File: config.mk
export PLATFORM = sky130hd
export DESIGN_NAME = pmrc_msgnum_tbl
export DESIGN_NICKNAME = d
export VERILOG_FILES = /design/src/hdl/pmrc_msgnum_tbl.sv
export VERILOG_INCLUDE_DIRS = /design/src /design/src/common
export SDC_FILE = /design/constraint.sdc
export NUM_CORES = 1
export LEC_CHECK = 0
export ABC_AREA = 1
export BUFFER_PORTS_ARGS = -buffer_cell sky130_fd_sc_hd__buf_4
export CELL_PAD_IN_SITES_DETAIL_PLACEMENT = 0
export CELL_PAD_IN_SITES_GLOBAL_PLACEMENT = 2
export CORE_ASPECT_RATIO = 1.75
export CORE_MARGIN = 2
export CORE_UTILIZATION = 36
export DETAILED_ROUTE_END_ITERATION = 10
export GPL_ROUTABILITY_DRIVEN = 0
export PLACE_DENSITY = 0.8
export SYNTH_ARGS = -nofsm -noshare
export SYNTH_HDL_FRONTEND = slang
export SYNTH_SLANG_ARGS = --single-unit
File: constraint.sdc
create_clock -name clock -period 6.6 [get_ports clock]
set_input_delay 1.98 -clock clock [delete_from_list [all_inputs] [get_ports clock]]
set_output_delay 1.98 -clock clock [all_outputs]
set_load 0.01 [all_outputs]
File: src/common/pmrc_cfg.svh
// Constants for the paging message rule checker
`ifndef PMRC_CFG_SVH
`define PMRC_CFG_SVH
`define PMRC_CLK_HZ 50000000
`define PMRC_TICK_HZ 1000
`define PMRC_SEC_PER_MIN 60
`define PMRC_FRAG_HOLD_MIN 4
`define PMRC_TICK_W 16
`define PMRC_HOLD_W 18
`define PMRC_AW 3
`define PMRC_NADDR 8
`define PMRC_NW 6
`define PMRC_SUM_W 16
`define PMRC_REG_CTRL 8'h00
`define PMRC_REG_STAT 8'h04
`define PMRC_REG_CHK 8'h08
`define PMRC_CTRL_W 9
`define PMRC_CTRL_RST 9'h0FF
`define PMRC_C_MAX 5:0
`define PMRC_C_NUM 6
`define PMRC_C_ALPHA 7
`define PMRC_C_ANYPH 8
`define PMRC_S_MISS 12
`define PMRC_S_FERR 13
`define PMRC_S_KERR 14
`define PMRC_S_ABAN 15
`define PMRC_H_K 9:0
`define PMRC_H_C 10
`define PMRC_H_F 12:11
`define PMRC_H_N 18:13
`define PMRC_K_MASK 21'h1F_FC00
`define PMRC_G0 7:0
`define PMRC_G1 15:8
`define PMRC_G2 20:16
`define PMRC_CH_W 7
`define PMRC_CH_N 3
`define PMRC_ETX 7'h03
`define PMRC_F_INIT 2'b11
`define PMRC_F_LAST 2'b10
`define PMRC_F_FIRST 2'b00
`define PMRC_F_STEP 2'b01
`define PMRC_V_SECURE 3'b000
`define PMRC_V_SHORTI 3'b001
`define PMRC_V_SHORT 3'b010
`define PMRC_V_NUM 3'b011
`define PMRC_V_SNUM 3'b100
`define PMRC_V_ALPHA 3'b101
`define PMRC_V_NNUM 3'b111
`define PMRC_T_NORM 2'b00
`define PMRC_I_NORM 3'b000
`endif

File: src/hdl/pmrc_msgnum_tbl.sv
// Per-address message number memory and missed-message detector
`include "pmrc_cfg.svh"
module pmrc_msgnum_tbl (
  input logic clock,
  input logic reset,
  input logic chk_valid,
  input logic [`PMRC_AW-1:0] chk_addr,
  input logic [`PMRC_NW-1:0] chk_num,
  input logic chk_skip,
  input logic [`PMRC_NW-1:0] roll_max,
  output logic missed,
  output logic [`PMRC_NW-1:0] miss_first,
  output logic [`PMRC_NW-1:0] miss_count
);
  logic [`PMRC_NW-1:0] last_ff [0:`PMRC_NADDR-1];
  logic [`PMRC_NADDR-1:0] seen_ff;
  wire [`PMRC_NW-1:0] last_num = last_ff[chk_addr];
  wire [`PMRC_NW-1:0] exp_num = (last_num >= roll_max) ? '0 : last_num + 6'h01;
  wire [`PMRC_NW:0] modulus = {1'b0, roll_max} + 7'h01;
  wire [`PMRC_NW:0] gap = (chk_num >= exp_num) ? {1'b0, chk_num} - {1'b0, exp_num}
                          : {1'b0, chk_num} + modulus - {1'b0, exp_num};
  wire take = chk_valid & ~chk_skip;
  wire is_miss = take & seen_ff[chk_addr] & (chk_num != exp_num);

  always_ff @(posedge clock) begin
    if (take) begin
      last_ff[chk_addr] <= chk_num;
    end
  end

  always_ff @(posedge clock) begin
    if (reset) begin
      seen_ff <= '0;
      missed <= 1'b0;
      miss_first <= '0;
      miss_count <= '0;
    end else begin
      missed <= is_miss;
      if (take) begin
        seen_ff[chk_addr] <= 1'b1;
      end
      if (is_miss) begin
        miss_first <= exp_num;
        miss_count <= gap[`PMRC_NW-1:0];
      end
    end
  end
endmodule

Yosys cells after proc, flatten, opt, wreduce, memory -nomap -nowiden
Memories as Yosys holds them, arrays and structs flattened. Cells that the tools add are included.

RAM bits: 48. Memories kept: 1. Input bits: 19. Logic and storage cells: 29. Register bits: 21.

Memory list: last_ff (depth 8, bits a word 6, rd ports 1, clocked after Yosys merged registers in 0, write ports 1, line pmrc_msgnum_tbl.sv:15) `` logic [`PMRC_NW-1:0] last_ff [0:`PMRC_NADDR-1]; ``.

Bitwise operators: 5. Add/subtract/negate cells: 5. Reductions and logical operators: 1. Magnitude comparators: 4. Multiplexer cells: 8. Equality and inequality tests: 1.

Operator list (count): $add 6x1->6 const B (2); $ge 6x6->1 (2); $mux 6 (2); $sub 6x6->6 (2); $or 8x8->8 (1); $add 6x6->6 (1); $ne 6x6->1 (1); $lt 3x4->1 const B (1); $mux 1 (4); $and 1x1->1 (3); $bmux 1 s3 (1); $demux 1 s3 (1); $ge 3x1->1 const B (1); $logic_and 1x1->1 (1); $not 1->1 (1).

Depth between registers and ports, before layout
Depth after elaboration: 5. Gate-level depth with buffers: 28.

Least setup slack after synthesis
No wires, ideal clock.

Path type: input -> register. From: input port chk_addr[0]. To: register miss_count[5]. Required time: 6536 ps. Path slack: 1413 ps. Cell stages on the path: 24. Data arrival time: 5123 ps. Setup time: 64 ps. Buffers on the path: 2. Cell sequence: buf_4 -> buf_4 -> nand2_1 -> a21oi_1 -> o21ai_0 -> nand2_1 -> ha_1 -> nand2_1 -> o21a_1 -> nand3_1 -> inv_1 -> nand3_1 -> inv_1 -> fa_1 -> inv_1 -> ha_1 -> nand2_1 -> or3_1 -> nand2_1 -> xnor2_1 -> nand2_1 -> nand2_1 -> nor2_1 -> nor2_1.

Longest elaborated chain between the ends: 5. Elaborated cells on any way between the ends: 13.

RTL lines: start: declaration (line pmrc_msgnum_tbl.sv:7) `` input logic [`PMRC_AW-1:0] chk_addr, ``; $mem_v2 8x6 (*); $add 6x1->6 or $ge 6x6->1 (tied branches) (line pmrc_msgnum_tbl.sv:18) `` wire [`PMRC_NW-1:0] exp_num = (last_num >= roll_max) ? '0 : last_num + 6'h01; ``; $mux 6 (*) (line pmrc_msgnum_tbl.sv:18); via exp_num[2] (line pmrc_msgnum_tbl.sv:18); $sub 6x6->6 (tied with other cells) (line pmrc_msgnum_tbl.sv:21) `: {1'b0, chk_num} + modulus - {1'b0, exp_num};`; $mux 6 or $and 1x1->1 (tied branches) (line pmrc_msgnum_tbl.sv:20, pmrc_msgnum_tbl.sv:23); end signal: assignment (line pmrc_msgnum_tbl.sv:44) `` miss_count <= gap[`PMRC_NW-1:0]; ``; end: declaration (line pmrc_msgnum_tbl.sv:13) `` output logic [`PMRC_NW-1:0] miss_count ``.

Mark *: on every way through the listed nets, which the timed path passes. The rest lies on a longest branch. The select of a mux whose other input is x is not followed. A chain may end at the register's enable or synchronous reset.

Worst setup path in the final report
From: input port chk_addr[0]. To: register miss_count[1].

Longest elaborated chain between the ends: 5. Elaborated cells on any way between the ends: 13.

RTL lines (line): $mem_v2 8x6; $add 6x1->6 or $ge 6x6->1 (tied branches) (pmrc_msgnum_tbl.sv:18); $mux 6 (pmrc_msgnum_tbl.sv:18); $sub 6x6->6 (tied with other cells) (pmrc_msgnum_tbl.sv:21); $mux 6 or $and 1x1->1 (tied branches) (pmrc_msgnum_tbl.sv:20, pmrc_msgnum_tbl.sv:23).

Several ways; a longest one is shown, not always the timed one. The select of a mux whose other input is x is not followed.

==> run summary <==
status -> completed
starting density of the core -> 37.05%
endpoints failing hold -> 0
Hold Path Cell Cnt -> 2
Mapped Cells -> 455
Initial DRC Count -> 167
Hold WC Path Type -> flop to flop
RSZ-0062 raised after global routing -> false
area growth from synthesis to layout -> 16.95%
fraction of the cycle the final worst path needs -> 86.62%
Pre-antenna DRT Iters -> 5
Syn Nets -> 500
detailed-route DRC error count -> 0
die height -> 140.6 um
CTS max path bufs -> 2
Clock Skews -> 0.006928 ns
# fillers -> 1104
hold endpoint -> miss_first[1]
pwr dens -> 269.2 nW/um2
master of the slowest instance on the critical path -> ha_1
Worst Reg-to-Reg Cells -> 22
Worst-path clk slew -> 0.06 ns
worst reg2reg startpoint -> last_ff[7][1]
critical path's top delay family -> simple AND/OR/NAND/NOR gates
number of global-route vias before repair -> 3031
Post-Syn Area -> 3839 um2
CP max stage delay -> 0.46 ns
Post-Route WL -> 10110 um
CP required -> 6.87 ns
CTS Sinks -> 69
CTS Hold Bufs -> 0
Rel. slew slack -> 41.26%
critical path depth -> 25
Fin Hold WS -> 0.4724 ns
GR Overflow Total -> 0
Via Count -> 2993
Reg2Reg Setup Slack -> 2.73 ns
Crit. End Element -> flop
die width -> 82.06 um
HPWL reported at the end of detailed placement -> 7811 um
layout cells sized above 1 -> 14.31%
post-route ant nets -> 0
Ys Warns -> 0
WS Path Type -> input port to flop
CP max FO -> 16
end of the worst register-to-register path -> miss_count[1]
fin. max-slew vios -> 0
post-CTS sizing -> 0
ant diodes -> 0
Pwr Total -> 1208 uW
WP data arrival -> 5.99 ns
Pleak -> 0.002116 uW
CTS tree -> done
initial antenna violation count -> 0
syn_area_per_cell -> 8.437 um2
core area -> 10360 um2
Startpoint Class -> input port
pin count of the biggest net entering global routing -> 30
fmax -> 174.9 MHz
placed cell areas -> 4193 um2
setup TNS -> 0 ns
postcts setup bufs -> 0
latest clock arrival within the worst-skew pair -> 0.33 ns
Worst Max-Slew Pin Slew -> 0.8779 ns
Max IR drop VDD -> 0.0001329 V
root buffer cell -> clkbuf_16
Seq/Total Area, Yosys -> 48.50%
via-per-instance ratio -> 4.804
hold path startpoint -> miss_first[1]
port buffer count -> 31
die area -> 11540 um2
All-Layer GR Usage -> 19.37%
MaxCap Viol Count -> 0
H-tree levels -> 3
nets -> 536
global-route wire length before repair -> 16080 um
# setup viols final -> 0
FF+latch count, synth -> 69
minimum clock period -> 5.717 ns
CP Buf/Inv Count -> 6
post-route cell area -> 4489 um2
library cells used by synthesis -> 34
TritonCTS Buffers -> 9
CP dominant cell by count -> nand2_1
row cnt -> 49
Top-Level Pins -> 32
DR WL/cell -> 16.23 um
==> area by class of cell <==
| class | instances | area [um2] | share of cell area [%] |
|---|---|---|---|
| Clock buffer | 11 | 264.0 | 5.881 |
| Clock inverter | 5 | 32.53 | 0.7246 |
| Inverter | 71 | 266.5 | 5.936 |
| Multi-Input combinational cell | 306 | 1650 | 36.76 |
| Sequential cell | 69 | 1862 | 41.47 |
| Tap cell | 127 | 158.9 | 3.540 |
| Timing Repair Buffer | 34 | 255.2 | 5.686 |
==> synthesized netlist by cell type (all sizes together) <==
cell type    n  area [um2]
nor2        47       200.2
o21ai       12       60.05
dfxtp       21       420.4
clkbuf       2       7.510
buf          7       52.54
nand3       28       157.7
nand2      152       585.6
or3          1       6.260
fa           6       120.1
o21bai       1       7.510
xnor2        8       70.07
o21a         2       15.01
a21o         1       7.510
or2          2       12.51
a31oi        1       6.260
ha          20       250.2
a21oi       17       88.84
inv         71       266.5
edfxtp      48        1441
o211ai       1       7.510
nand4        5       37.53
xor2         2       17.52
==> logic make-up after synthesis <==
logic type	synth area share, %
AND/OR/NAND/NOR	26.04
adder cells (fa/ha/maj)	9.648
flip-flops	48.50
AO/OA/AOI/OAI	5.020
XOR/XNOR	2.282
buffers and inverters	8.507
==> cells in the final DEF (no fill, tap or decap) <==
cell,synthesis,routed
a21o_1,1,1
a21oi_1,16,16
a21oi_2,1,1
a31oi_1,1,1
buf_4,2,34
clkbuf_16,0,10
clkbuf_8,0,1
clkinv_2,0,3
clkinv_4,0,2
dfxtp_1,21,21
edfxtp_1,48,48
fa_1,6,6
ha_1,20,20
inv_1,64,64
inv_2,7,7
nand2_1,148,148
nand2_2,3,3
nand2_4,1,1
nand3_1,26,26
nand3_2,1,1
nand3_4,1,1
nand4_1,4,4
nand4_2,1,1
nor2_1,43,43
nor2_2,3,3
nor2_8,1,1
o211ai_1,1,1
o21a_1,2,2
o21ai_0,11,11
o21ai_1,1,1
o21bai_1,1,1
or2_2,2,2
or3_1,1,1
xnor2_1,8,8
xor2_1,2,2
==> per-layer routing <==
layer	part of all wire, %	vias up	GRT usage, %	routed length [um]
met2	58	58	36.80	5903
met5	0	-	0	0
li1	-	1513	-	-
met1	36	1403	20.39	3689
met4	2.7	0	8.070	276
met3	2.4	19	2.561	244
==> worst max path at each step <==
stage | startpoint | to | slack, ns
2_1_floorplan | chk_addr[0] | miss_count[5] | 1.41
3_3_place_gp | chk_addr[0] | miss_count[1] | 0.49
3_5_place_dp | chk_addr[0] | miss_count[1] | 0.52
4_1_cts | chk_addr[0] | miss_count[1] | 0.85
5_1_grt | chk_addr[0] | miss_count[1] | 0.43
6_report | chk_addr[0] | miss_count[1] | 0.88
==> report_power, final <==
group | internal [uW] | switching (uW) | total (uW)
clock network | 286 | 179 | 466
registers | 470 | 2.37 | 473
logic | 98.9 | 171 | 270
==> registers in the layout, summed over array words and instances (netlist names) <==
name,count
last_ff,48
miss_count,6
miss_first,6
missed,1
seen_ff,8
==> through the flow <==
stage	cells	worst slack [ns]	util [%]
global route	623	0.4261	43.33
global placement	607	0.4922	40.47
floorplan	455	1.413	-
CTS	623	0.8504	43.33
finish	623	0.8831	43.33
detailed placement	607	0.5208	40.47
==> tightest hold or removal path, cell delays in order, from the launching register on <==
cell and delay, ns:
dfxtp_1 0.31, nand2_1 0.06, a21oi_1 0.05
(Power assumes the default switching activity.)
